`src/common/charge_ctl_regs.vh`:
```
`ifndef CHARGE_CTL_REGS_VH
`define CHARGE_CTL_REGS_VH

// byte addresses on the register bus
`define CC_ADDR_CTRL      5'h00
`define CC_ADDR_TIMEOUT   5'h04
`define CC_ADDR_STATUS    5'h08
`define CC_ADDR_TERM      5'h0C
`define CC_ADDR_ELAPSED   5'h10

// control fields
`define CC_CTRL_EN_BIT    0
`define CC_CTRL_ALG_LSB   1
`define CC_CTRL_ALG_MSB   2
`define CC_CTRL_RST       3'h0

// charge algorithms
`define CC_ALG_TWO_VOLT   2'h0
`define CC_ALG_TWO_CURR   2'h1
`define CC_ALG_PULSED     2'h2

// time-out in minutes, 1 h to 24 h
`define CC_TIMEOUT_RST    11'h12C
`define CC_TIMEOUT_MIN    11'h03C
`define CC_TIMEOUT_MAX    11'h5A0

// intervals in thousandths of the time-out
`define CC_MTO_PM         11'h3E8
`define CC_QT1_PM         11'h014
`define CC_QT2_PM         11'h0A0
`define CC_DV_PM          11'h008
`define CC_HO1_PM         11'h002
`define CC_HO2_PM         11'h00F

// termination current divisors of the fast-charge current
`define CC_DIV_LOW        6'h0A
`define CC_DIV_HIGH       6'h14
`define CC_DIV_FLT_VOLT   6'h1E
`define CC_DIV_FLT_CURR   6'h28

// select input codes
`define CC_SEL_LOW        2'h0
`define CC_SEL_HIGH       2'h1
`define CC_SEL_FLOAT      2'h2

// synchronised pin indices
`define CC_PIN_SEL_LOW    0
`define CC_PIN_SEL_HIGH   1
`define CC_PIN_TS_CUT     2
`define CC_PIN_TS_REL     3
`define CC_PIN_TS_LOW     4
`define CC_PIN_VBAT_OUT   5
`define CC_PIN_QUAL1      6
`define CC_PIN_QUAL2      7
`define CC_PIN_VTERM      8
`define CC_PIN_CUR_MIN    9
`define CC_NPIN           10

`endif

```
`src/rtl/charge_core.v`:
```
// Overview of operation
// - two-step voltage: termination level is fast current /10, /20, /30 for low, high, float.
// - two-step current: maintenance average is fast current /10, /20, /40.
// - two-step voltage: fast charge ends when current falls to termination level.
// - sense below 0.4 of supply is over-temperature cut-off; no charging.
// - after cut-off, charging stays inhibited until sense rises above 0.44.
// - sense above 0.6 of supply is too cold; no charging while it holds.
// - every interval except the time-out is a fixed fraction of the time-out.
// - first qualification test limited to 0.02 of the time-out.
// - second qualification test limited to 0.16 of the time-out.
// - second-difference voltage sampled every 0.008 of the time-out.
// - hold-off of 0.002 of the time-out at start of second test.
// - hold-off of 0.015 of the time-out at start of bulk charging.
// - time-out programmable from 1 hour to 24 hours.
// - voltage and current modulators share one sawtooth ramp.
// - switch drive is constant frequency, aligned to ramp periods.
// - drive held inactive in ramp-down, about 20 percent, so duty never exceeds 80 percent.
// - time-out expiry before termination drives switch low and enters fault.
// - during hold-off only battery cut-off limits act, no voltage termination.
// - temperature out of range: pending, switch low, timers frozen, resumed not reset.
//
// Local design decisions: register access over Avalon-MM and the register offsets.
`timescale 1ns/1ps
`include "charge_ctl_regs.vh"
module charge_core #(
  parameter CLK_HZ       = 20000000,
  parameter UNIT_CYCLES  = 1200000,
  parameter DEB_CYCLES   = 16,
  parameter RAMP_PERIOD  = 200,
  parameter RAMP_DOWN_PC = 20
) (
  // clock and reset
  input  wire        i_mclk,
  input  wire        i_reset_n,
  // avalon-mm slave
  input  wire [4:0]  i_avs_address,
  input  wire        i_avs_read,
  input  wire        i_avs_write,
  input  wire [31:0] i_avs_writedata,
  input  wire [3:0]  i_avs_byteenable,
  output wire [31:0] o_avs_readdata,
  output wire        o_avs_waitrequest,
  // comparator pins
  input  wire        i_min_current_select_low,
  input  wire        i_min_current_select_high,
  input  wire        i_temp_cutoff_limit,
  input  wire        i_high_temp_release,
  input  wire        i_low_temp_limit,
  input  wire        i_vbat_out_of_range,
  input  wire        i_qual1_pass,
  input  wire        i_qual2_pass,
  input  wire        i_voltage_term,
  input  wire        i_current_at_min,
  // loop control levels from same-clock converters
  input  wire [7:0]  i_vloop_level,
  input  wire [7:0]  i_iloop_level,
  // outputs
  output wire        o_switch_drive_output,
  output wire [5:0]  o_termination_current_level,
  output wire        o_charge_pending,
  output wire        o_fault
);
  localparam ST_IDLE  = 3'h0;
  localparam ST_QUAL1 = 3'h1;
  localparam ST_QUAL2 = 3'h2;
  localparam ST_FAST  = 3'h3;
  localparam ST_MAINT = 3'h4;
  localparam ST_FAULT = 3'h5;
  localparam [7:0] RAMP_LAST = RAMP_PERIOD - 1;
  localparam [7:0] RAMP_UP   = RAMP_PERIOD - (RAMP_PERIOD * RAMP_DOWN_PC) / 100;

  function [5:0] term_div;
    input [1:0] alg;
    input [1:0] sel;
    begin
      case (sel)
        `CC_SEL_LOW:  term_div = `CC_DIV_LOW;
        `CC_SEL_HIGH: term_div = `CC_DIV_HIGH;
        default:      term_div = (alg == `CC_ALG_TWO_CURR) ? `CC_DIV_FLT_CURR : `CC_DIV_FLT_VOLT;
      endcase
    end
  endfunction

  function [15:0] merge16;
    input [15:0] old_v;
    input [15:0] new_v;
    input [1:0]  be;
    begin
      merge16 = {be[1] ? new_v[15:8] : old_v[15:8], be[0] ? new_v[7:0] : old_v[7:0]};
    end
  endfunction

  // reset release through two flops
  reg rst_s1_reg;
  reg rst_n;
  always @(posedge i_mclk or negedge i_reset_n) begin
    if (!i_reset_n) begin
      rst_s1_reg <= 1'b0;
      rst_n      <= 1'b0;
    end else begin
      rst_s1_reg <= 1'b1;
      rst_n      <= rst_s1_reg;
    end
  end

  // pin conditioning
  wire [`CC_NPIN-1:0] pin_raw;
  wire [`CC_NPIN-1:0] pin;
  assign pin_raw = {i_current_at_min, i_voltage_term, i_qual2_pass, i_qual1_pass,
                    i_vbat_out_of_range, i_low_temp_limit, i_high_temp_release,
                    i_temp_cutoff_limit, i_min_current_select_high, i_min_current_select_low};
  genvar g;
  generate
    for (g = 0; g < `CC_NPIN; g = g + 1) begin : g_pin
      pin_debounce #(
        .DEB_CYCLES (DEB_CYCLES)
      ) u_deb (
        .i_mclk  (i_mclk),
        .i_rst_n (rst_n),
        .i_pin   (pin_raw[g]),
        .o_level (pin[g])
      );
    end
  endgenerate

  // registers
  reg [2:0]  ctrl_reg;
  reg [10:0] timeout_reg;
  reg        ack_reg;
  reg [31:0] rdata_reg;
  wire       enable;
  wire [1:0] alg;
  wire       req;
  wire [15:0] to_new;
  reg  [10:0] to_clamped;
  assign enable = ctrl_reg[`CC_CTRL_EN_BIT];
  assign alg    = ctrl_reg[`CC_CTRL_ALG_MSB:`CC_CTRL_ALG_LSB];
  assign req    = i_avs_read | i_avs_write;
  assign o_avs_waitrequest = req & ~ack_reg;
  assign o_avs_readdata    = rdata_reg;
  assign to_new = merge16({5'h00, timeout_reg}, i_avs_writedata[15:0], i_avs_byteenable[1:0]);

  always @* begin
    if (to_new > {5'h00, `CC_TIMEOUT_MAX}) begin
      to_clamped = `CC_TIMEOUT_MAX;
    end else if (to_new < {5'h00, `CC_TIMEOUT_MIN}) begin
      to_clamped = `CC_TIMEOUT_MIN;
    end else begin
      to_clamped = to_new[10:0];
    end
  end

  // state and status
  reg [2:0]  state_reg;
  reg [10:0] phase_reg;
  reg [10:0] mto_reg;
  reg [2:0]  dv_reg;
  reg        cut_latch_reg;
  reg [1:0]  sel_reg;
  reg [5:0]  div_reg;
  wire       pending;
  wire       holdoff;
  wire [31:0] status_word;
  assign pending = cut_latch_reg | pin[`CC_PIN_TS_LOW];
  assign status_word = {20'h00000, sel_reg, holdoff, pin[`CC_PIN_TS_LOW], cut_latch_reg,
                        pending, 3'h0, state_reg};

  // single wait cycle: data registered, answer on the second edge
  always @(posedge i_mclk or negedge rst_n) begin
    if (!rst_n) begin
      ack_reg     <= 1'b0;
      rdata_reg   <= 32'h00000000;
      ctrl_reg    <= `CC_CTRL_RST;
      timeout_reg <= `CC_TIMEOUT_RST;
    end else begin
      ack_reg <= req & ~ack_reg;
      if (i_avs_read & ~ack_reg) begin
        case (i_avs_address)
          `CC_ADDR_CTRL:    rdata_reg <= {29'h00000000, ctrl_reg};
          `CC_ADDR_TIMEOUT: rdata_reg <= {21'h000000, timeout_reg};
          `CC_ADDR_STATUS:  rdata_reg <= status_word;
          `CC_ADDR_TERM:    rdata_reg <= {26'h0000000, div_reg};
          `CC_ADDR_ELAPSED: rdata_reg <= {21'h000000, mto_reg};
          default:          rdata_reg <= 32'h00000000;
        endcase
      end
      if (i_avs_write & ack_reg) begin
        if (i_avs_address == `CC_ADDR_CTRL && i_avs_byteenable[0]) begin
          ctrl_reg <= i_avs_writedata[2:0];
        end
        if (i_avs_address == `CC_ADDR_TIMEOUT) begin
          timeout_reg <= to_clamped;
        end
      end
    end
  end

  // temperature window with hysteresis on the hot side
  always @(posedge i_mclk or negedge rst_n) begin
    if (!rst_n) begin
      cut_latch_reg <= 1'b0;
    end else if (pin[`CC_PIN_TS_CUT]) begin
      cut_latch_reg <= 1'b1;
    end else if (pin[`CC_PIN_TS_REL]) begin
      cut_latch_reg <= 1'b0;
    end
  end

  // termination level; both select comparators high reads as low
  always @(posedge i_mclk or negedge rst_n) begin
    if (!rst_n) begin
      sel_reg <= `CC_SEL_FLOAT;
      div_reg <= `CC_DIV_LOW;
    end else begin
      if (pin[`CC_PIN_SEL_LOW]) begin
        sel_reg <= `CC_SEL_LOW;
      end else if (pin[`CC_PIN_SEL_HIGH]) begin
        sel_reg <= `CC_SEL_HIGH;
      end else begin
        sel_reg <= `CC_SEL_FLOAT;
      end
      div_reg <= term_div(alg, sel_reg);
    end
  end
  assign o_termination_current_level = div_reg;

  // timebase: unit = 1/1000 minute, thousandth tick = timeout/1000
  reg  [31:0] pre_reg;
  reg  [10:0] sub_reg;
  wire        unit_en;
  wire        pm_tick;
  wire        timing;
  assign timing  = ~pending & (state_reg != ST_IDLE) & (state_reg != ST_FAULT)
                   & (state_reg != ST_MAINT);
  assign unit_en = timing & (pre_reg == UNIT_CYCLES - 1);
  assign pm_tick = unit_en & (sub_reg == timeout_reg - 11'h001);

  always @(posedge i_mclk or negedge rst_n) begin
    if (!rst_n) begin
      pre_reg <= 32'h00000000;
      sub_reg <= 11'h000;
    end else if (timing) begin
      if (unit_en) begin
        pre_reg <= 32'h00000000;
        sub_reg <= pm_tick ? 11'h000 : sub_reg + 11'h001;
      end else begin
        pre_reg <= pre_reg + 32'h00000001;
      end
    end
  end

  // charge sequence
  reg  [2:0]  state_next;
  reg         clr_phase;
  reg         clr_mto;
  wire        dv_tick;
  assign holdoff = (state_reg == ST_QUAL2 && phase_reg < `CC_HO1_PM)
                 | (state_reg == ST_FAST && phase_reg < `CC_HO2_PM);
  assign dv_tick = pm_tick & (dv_reg == `CC_DV_PM - 3'h1);

  always @* begin
    state_next = state_reg;
    clr_phase  = 1'b0;
    clr_mto    = 1'b0;
    if (!enable) begin
      state_next = ST_IDLE;
    end else if (pending) begin
      state_next = state_reg;
    end else begin
      case (state_reg)
        ST_IDLE: begin
          state_next = ST_QUAL1;
          clr_phase  = 1'b1;
          clr_mto    = 1'b1;
        end
        ST_QUAL1: begin
          if (pin[`CC_PIN_VBAT_OUT]) begin
            state_next = ST_FAULT;
          end else if (pin[`CC_PIN_QUAL1]) begin
            state_next = ST_QUAL2;
            clr_phase  = 1'b1;
          end else if (phase_reg >= `CC_QT1_PM) begin
            state_next = ST_FAULT;
          end
        end
        ST_QUAL2: begin
          if (pin[`CC_PIN_VBAT_OUT]) begin
            state_next = ST_FAULT;
          end else if (!holdoff && pin[`CC_PIN_QUAL2]) begin
            state_next = ST_FAST;
            clr_phase  = 1'b1;
            clr_mto    = 1'b1;
          end else if (phase_reg >= `CC_QT2_PM) begin
            state_next = ST_FAULT;
          end
        end
        ST_FAST: begin
          if (pin[`CC_PIN_VBAT_OUT]) begin
            state_next = ST_FAULT;
          end else if (mto_reg >= `CC_MTO_PM) begin
            state_next = ST_FAULT;
          end else if (holdoff) begin
            state_next = ST_FAST;
          end else if (alg == `CC_ALG_TWO_VOLT && pin[`CC_PIN_CUR_MIN]) begin
            state_next = ST_MAINT;
          end else if (dv_tick && pin[`CC_PIN_VTERM]) begin
            state_next = ST_MAINT;
          end
        end
        ST_MAINT: begin
          if (pin[`CC_PIN_VBAT_OUT]) begin
            state_next = ST_FAULT;
          end
        end
        ST_FAULT: begin
          state_next = ST_FAULT;
        end
        default: begin
          state_next = ST_IDLE;
        end
      endcase
    end
  end

  // counters freeze, not clear, while pending
  always @(posedge i_mclk or negedge rst_n) begin
    if (!rst_n) begin
      state_reg <= ST_IDLE;
      phase_reg <= 11'h000;
      mto_reg   <= 11'h000;
      dv_reg    <= 3'h0;
    end else begin
      state_reg <= state_next;
      if (clr_phase) begin
        phase_reg <= 11'h000;
        dv_reg    <= 3'h0;
      end else if (pm_tick) begin
        phase_reg <= (phase_reg == 11'h7FF) ? phase_reg : phase_reg + 11'h001;
        dv_reg    <= dv_tick ? 3'h0 : dv_reg + 3'h1;
      end
      if (clr_mto) begin
        mto_reg <= 11'h000;
      end else if (pm_tick && mto_reg != 11'h7FF) begin
        mto_reg <= mto_reg + 11'h001;
      end
    end
  end

  // shared ramp, one period per switching cycle
  reg  [7:0] ramp_reg;
  reg        drive_reg;
  wire       charging;
  wire       v_on;
  wire       i_on;
  assign charging = ~pending & (state_reg == ST_QUAL1 || state_reg == ST_QUAL2
                    || state_reg == ST_FAST || state_reg == ST_MAINT);
  assign v_on = ramp_reg < i_vloop_level;
  assign i_on = ramp_reg < i_iloop_level;

  always @(posedge i_mclk or negedge rst_n) begin
    if (!rst_n) begin
      ramp_reg  <= 8'h00;
      drive_reg <= 1'b0;
    end else begin
      ramp_reg  <= (ramp_reg == RAMP_LAST) ? 8'h00 : ramp_reg + 8'h01;
      // pulse may start only at ramp zero, so a late enable never makes a short period
      drive_reg <= charging & v_on & i_on & (ramp_reg < RAMP_UP) & (drive_reg | (ramp_reg == 8'h00));
    end
  end

  assign o_switch_drive_output = drive_reg;
  assign o_charge_pending      = pending;
  assign o_fault               = (state_reg == ST_FAULT);
endmodule // charge_core

```
`src/rtl/pin_debounce.v`:
```
`timescale 1ns/1ps
module pin_debounce #(
  parameter DEB_CYCLES = 16
) (
  // clock and reset
  input  wire i_mclk,
  input  wire i_rst_n,
  // pin and clean level
  input  wire i_pin,
  output wire o_level
);
  localparam [15:0] DEB_LAST = DEB_CYCLES - 1;
  reg [2:0]  sync_reg;
  reg [15:0] cnt_reg;
  reg        level_reg;

  assign o_level = level_reg;

  // first stage feeds only the second; stages two and three must agree
  always @(posedge i_mclk or negedge i_rst_n) begin
    if (!i_rst_n) begin
      sync_reg  <= 3'h0;
      cnt_reg   <= 16'h0000;
      level_reg <= 1'b0;
    end else begin
      sync_reg <= {sync_reg[1:0], i_pin};
      if (sync_reg[1] != sync_reg[2] || sync_reg[2] == level_reg) begin
        cnt_reg <= 16'h0000;
      end else if (cnt_reg == DEB_LAST) begin
        cnt_reg   <= 16'h0000;
        level_reg <= sync_reg[2];
      end else begin
        cnt_reg <= cnt_reg + 16'h0001;
      end
    end
  end
endmodule // pin_debounce

```
`config.mk`:
```
export PLATFORM = sky130hd
export DESIGN_NAME = charge_core
export DESIGN_NICKNAME = d
export VERILOG_FILES = /design/src/rtl/charge_core.v /design/src/rtl/pin_debounce.v
export VERILOG_INCLUDE_DIRS = /design/src /design/src/common
export SDC_FILE = /design/constraint.sdc
export NUM_CORES = 1
export LEC_CHECK = 0
export BUFFER_PORTS_ARGS = -buffer_cell sky130_fd_sc_hd__buf_2
export CAP_MARGIN = 20
export CORE_MARGIN = 10
export CORE_UTILIZATION = 30
export DETAILED_ROUTE_END_ITERATION = 12
export PLACE_DENSITY = 0.43
export SETUP_SLACK_MARGIN = 0.15
export SLEW_MARGIN = 20
export SYNTH_ARGS = -nofsm -noshare
export SYNTH_HDL_FRONTEND = slang
export SYNTH_HIERARCHICAL = 1
export SYNTH_SLANG_ARGS = --single-unit
```
`constraint.sdc`:
```
create_clock -name i_mclk -period 22 [get_ports i_mclk]
set_input_delay 3.3 -clock i_mclk [delete_from_list [all_inputs] [get_ports i_mclk]]
set_output_delay 3.3 -clock i_mclk [all_outputs]
set_load 0.02 [all_outputs]
```
* Word-level counts from Yosys, hierarchy flattened
Cells that the tools add are included.
** Cells by class
- Div/mod/pow operators :: 0
- Equal/unequal tests :: 55
- Reductions and logical operators :: 45
- Add/sub/neg operators :: 17
- Bitwise logic cells :: 30
- $lt $le $gt $ge :: 10
- Multiply operators :: 0
- Shifts and indexed selects :: 0
- Multiplexer cells :: 67
** Operators with widths (number)
- 16-bit two-way mux :: 20
- 16-bit by 1-bit adder with 16-bit output (second input constant) :: 10
- 16-bit by 4-bit equality test with 1-bit output (second input constant) :: 10
- 11-bit two-way mux :: 8
- 12-bit one-hot mux with 5 select lines :: 1
- 3-bit two-way mux :: 17
- 11-bit by 1-bit adder with 11-bit output (second input constant) :: 3
- 32-bit by 1-bit adder with 32-bit output (second input constant) :: 1
- 32-bit by 21-bit equality test with 1-bit output (second input constant) :: 1
- 32-bit two-way mux :: 1
- 2-bit AND reduction :: 14
- 8-bit two-way mux :: 3
- 3-bit one-hot mux with 6 select lines :: 1
- 16-bit by 11-bit > comparator with 1-bit output (second input constant) :: 1
- 16-bit by 6-bit less-than comparator with 1-bit output (second input constant) :: 1
- 8-bit less-than comparator :: 2
- 1-bit AND :: 14
- 1-bit logical OR :: 13
- 1-bit NOT :: 12
- 6-bit one-hot mux with 2 select lines :: 1
- 11-bit equality test :: 1
- 11-bit equality test (second input constant) :: 1
- 11-bit by 10-bit greater-or-equal comparator with 1-bit output (second input constant) :: 1
- 11-bit by 5-bit greater-or-equal comparator with 1-bit output (second input constant) :: 1
- other kinds (39) :: 86
** Storage, ports and cells
- Bits in latches :: 0
- Input bits :: 71
- RAM bits :: 0
- Register bits after elaboration :: 338
- Output and inout port bits :: 42
- Bits in read-only memories :: 0
- Word-level logic and storage cells :: 271
- Memories :: 0

* Logic depth before layout (Yosys ltp)
- Depth in word-level cells :: 17
- Depth in mapped cells :: 11
- Depth with buffers taken out :: 9

* By module
The synthesis kept the hierarchy.
** By module, submodules not included
- pin_debounce at g_pin[0].u_deb ... :: times used 9, area each 948.4 um^2, cells each 89, seq. area each 500.5 um^2
- charge_core :: times used 1, area each 6950.4 um^2, cells each 765, seq. area each 2911.5 um^2
- pin_debounce at g_pin[9].u_deb :: times used 1, area each 954.7 um^2, cells each 92, seq. area each 500.5 um^2

* Worst setup path after synthesis
No wires, ideal clock.
- Path type :: input -> output
- Start :: input port i_avs_write
- End :: output port o_avs_waitrequest
- Arrival :: 3.630 ns
- Data required time :: 18.700 ns
- Slack :: 15.070 ns
- Path buffers :: 0
- Stages on the path :: 2
- Cell sequence :: nor2_1 > nor2_1
** Between the ends
- Longest elaborated chain between the ends :: 2
** RTL lines
- from (decl) :: line charge_core.v:38 : input wire i_avs_write,
- 1-bit OR :: line charge_core.v:138 : assign req = i_avs_read | i_avs_write;
- 1-bit AND :: line charge_core.v:139 : assign o_avs_waitrequest = req & ~ack_reg;
- to (decl) :: line charge_core.v:42 : output wire o_avs_waitrequest,
Every way passes these cells.

* Worst setup path after layout
Same ends and word-level chain as after synthesis.

==> reports/qor.yml <==
timing:
  worst_pin_slew_ns: 1.06
  setup_viol_count_final: 0
  rsz0062_at_grt: "no"
  hold_violations: 0
  final_max_slew_viol_count: 0
  min_period_ns: 7.06
  timing.fmax_mhz: 142
  setup_tns_ns: 0
  fin_skew_ns: 0.0335
  slew_headroom: 0.288
  fin_crit_sh: 0.321
  hold_ws_ns: 0.343
routing:
  avgRoutedWirePerCell_microns: 15.5
  avgViaCountPerCell: 4.89
  vias: 12100
  first_iter_violations: 611
  ant_nets: 0
  drc: 0
  dr.pass1.iters: 5
  routed_wl_microns: 38200
pwr:
  power_density_nw_per_um2: 75.0
  ir_worst_vdd_mv: 0.0465
  p_leak_nw: 7.81
logic_synthesis:
  synth-async-reset-ratio: 1.00
  yosysSeqAreaShare: 0.482
  yosys_warnings: 6
  dominantRegCellSynth: "dfrtp_1"
  synth_edf_count: 0
  synth.distinct_cells: 80
  syn_avg_cell_area_sq_um: 9.92
  syn_area_sq_um: 16400
  synth_seq_cells: 316
  synth_cells: 1658
clock_network:
  clkTransAtPathRegs_ns: 0.06
  cts_buffers: 38
  post_cts_buffers: 0
  insertion_delay_ns: 0.57
  htree_num_levels: 2
  cts_hold_buf: 0
  cts_buffer_depth: 3
  cts_resized: 0
  cts-root-buf: "clkbuf_16"
  cts_tree: "yes"
  cts_sinks: 316
placed_design:
  numPortBuffers: 73
  finalWeightedCongestion: 0.780
  dpl.hpwl_microns: 26600
min_path:
  worstHoldStart: "g_pin[7].u_deb/sync_reg[0]"
  hold_path_class: "reg -> reg"
global_routing:
  first_global_vias: 12300
  grt_antenna_before_repair: 0
  grt_max_degree: 78
  grt_usage: 0.120
  overflow: 0
  grt_pass1_wl_microns: 64800
worst_setup_path:
  regToRegSetupSlack_ns: 18.69
  crit_family: "buffers and inverters"
  critPathArrivalTime_ns: 3.76
  r2r_cells: 9
  crit_required_ns: 18.70
  start_kind: "input port"
  critical_path_depth: 4
  r2r_start: "timeout_reg[0]"
  crit_type: "in -> out"
  crit_path_max_fanout: 4
  worstSetupStartpoint: "i_avs_write"
  cp-endpoint: "o_avs_waitrequest"
  slowest_delay_ns: 0.18
  crit_buf_inv: 2
  slowest_stage: "buf_2"
  endpoint_kind: "output pin"
  path_cells: "buf_2, nor2_1, nor2_1, buf_2"
  r2r-end: "phase_reg[7]"
cells_and_area:
  largest_register_ffs: 160
  drive_gt1_frac: 0.136
  nets: 1843
  area_growth_syn_to_layout_pct: 14.1
  antennaDiodeCount: 0
floorplan:
  initial_core_util: 0.304
  core_area_sq_um: 54000
  num_rows: 85
  die_w_microns: 254
  io_pins: 113
  die_area_sq_um: 64600
  die_y_microns: 254
run:
  cap_violations: 0
outcome:
  status: "finished clean"
==> Yosys cell counts, drive strengths merged, types with 6 or more instances <==
library cell  instances  area [sq um]
dfrtp               309          7730
nor2                232           893
xnor2               148          1300
nand2               135           532
nand3                87           440
nor4                 73           659
nor3                 71           355
nand4                68           638
inv                  63           236
xor2                 53           464
o21ai                52           260
a21oi                39           199
buf                  39           325
and3                 35           219
ha                   34           425
clkbuf               21          78.8
nand2b               18           113
or3                  17           106
and2                 15          93.8
o211ai               14           105
mux2i                10           100
o22ai                10          62.6
a21o                  9          67.6
dfstp                 7           184
o31ai                 7          52.6
and4                  6          52.6
==> worst min path at each step <==
stage,cells after the start,to
floorplan,0,g_pin[0].u_deb/sync_reg[1]
global placement,0,g_pin[0].u_deb/sync_reg[1]
detailed placement,0,g_pin[6].u_deb/sync_reg[1]
CTS,0,g_pin[7].u_deb/sync_reg[1]
global route,0,rst_n
finish,0,g_pin[7].u_deb/sync_reg[1]
==> cell type report <==
class                   count  area (sq um)
fillers                  5541         35300
multi-input cells        1239          7960
flip-flops and latches    316          7920
clock buffers              57          1130
well taps                 696           871
repair buffers             80           422
inverters                  63           236
clock inverters            13           209
==> metrics by stage <==
step,std cells,util,area [sq um],setup WS (ns),power (mW)
floorplan,1678,-,16500,12.55,0.708
global placement,2394,0.322,17400,14.94,0.745
detailed placement,2394,0.322,17400,14.93,0.746
CTS,2464,0.347,18700,14.92,1.44
global route,2464,0.347,18800,14.86,1.47
finish,2464,0.347,18800,14.94,1.41
==> where the power goes <==
group | total (mW) | leakage (nW) | switching [mW] | internal, mW
logic | 0.108 | 2.94 | 0.0716 | 0.0369
clock network | 0.674 | 0.664 | 0.257 | 0.417
registers | 0.624 | 4.21 | 0.0253 | 0.598
total | 1.41 | 7.81 | 0.354 | 1.05
==> cells by family (layout without fill, tap and decap cells) <==
| family | Yosys count | in the layout | share of synthesized area |
|---|---|---|---|
| compound gates | 182 | 182 | 0.0734 |
| flops | 316 | 316 | 0.482 |
| mux | 12 | 12 | 0.00746 |
| simple gates | 788 | 788 | 0.265 |
| fa+ha+maj | 34 | 34 | 0.0259 |
| xor+xnor | 201 | 201 | 0.107 |
| other cells | 2 | 22 | 0.000457 |
| buf+inv | 123 | 213 | 0.0390 |
==> layer usage <==
| layer | share of wire | up-vias | track usage | routed length (microns) |
|---|---|---|---|---|
| met4 | 0.021 | 0 | 0.0366 | 803 |
| met1 | 0.49 | 5888 | 0.167 | 18800 |
| met5 | 0 | - | 0 | 0 |
| met2 | 0.45 | 161 | 0.187 | 17100 |
| li1 | - | 5951 | - | - |
| met3 | 0.038 | 50 | 0.0229 | 1440 |
==> worst reg2reg max path, stage by stage, from the launching register on <==
cell	delay, ns
dfrtp_1	0.49
inv_1	0.10
ha_1	0.27
nor4b_4	0.35
xnor2_1	0.11
nor4_1	0.36
o32ai_2	0.34
or4_1	0.71
or3_1	0.35
a21oi_1	0.14
==> layout by cell type (no fill, tap or decap), drive strengths merged, types with 6 or more instances in the layout <==
| cell | Yosys | routed |
|---|---|---|
| clkbuf | 21 | 57 |
| mux2i | 10 | 10 |
| o31ai | 7 | 7 |
| and3 | 35 | 35 |
| nand2b | 18 | 18 |
| nor3 | 71 | 71 |
| and2 | 15 | 15 |
| nor2 | 232 | 232 |
| a21o | 9 | 9 |
| inv | 63 | 65 |
| conb | 2 | 22 |
| xnor2 | 148 | 148 |
| nand4 | 68 | 68 |
| clkinv | 0 | 6 |
| o211ai | 14 | 14 |
| o22ai | 10 | 10 |
| and4 | 6 | 6 |
| xor2 | 53 | 53 |
| ha | 34 | 34 |
| nand2 | 135 | 135 |
| o21ai | 52 | 52 |
| or3 | 17 | 17 |
| nand3 | 87 | 87 |
| dfstp | 7 | 7 |
| buf | 39 | 80 |
| dfrtp | 309 | 309 |
| nor4 | 73 | 73 |
| a21oi | 39 | 39 |
(Power assumes the default switching activity.)
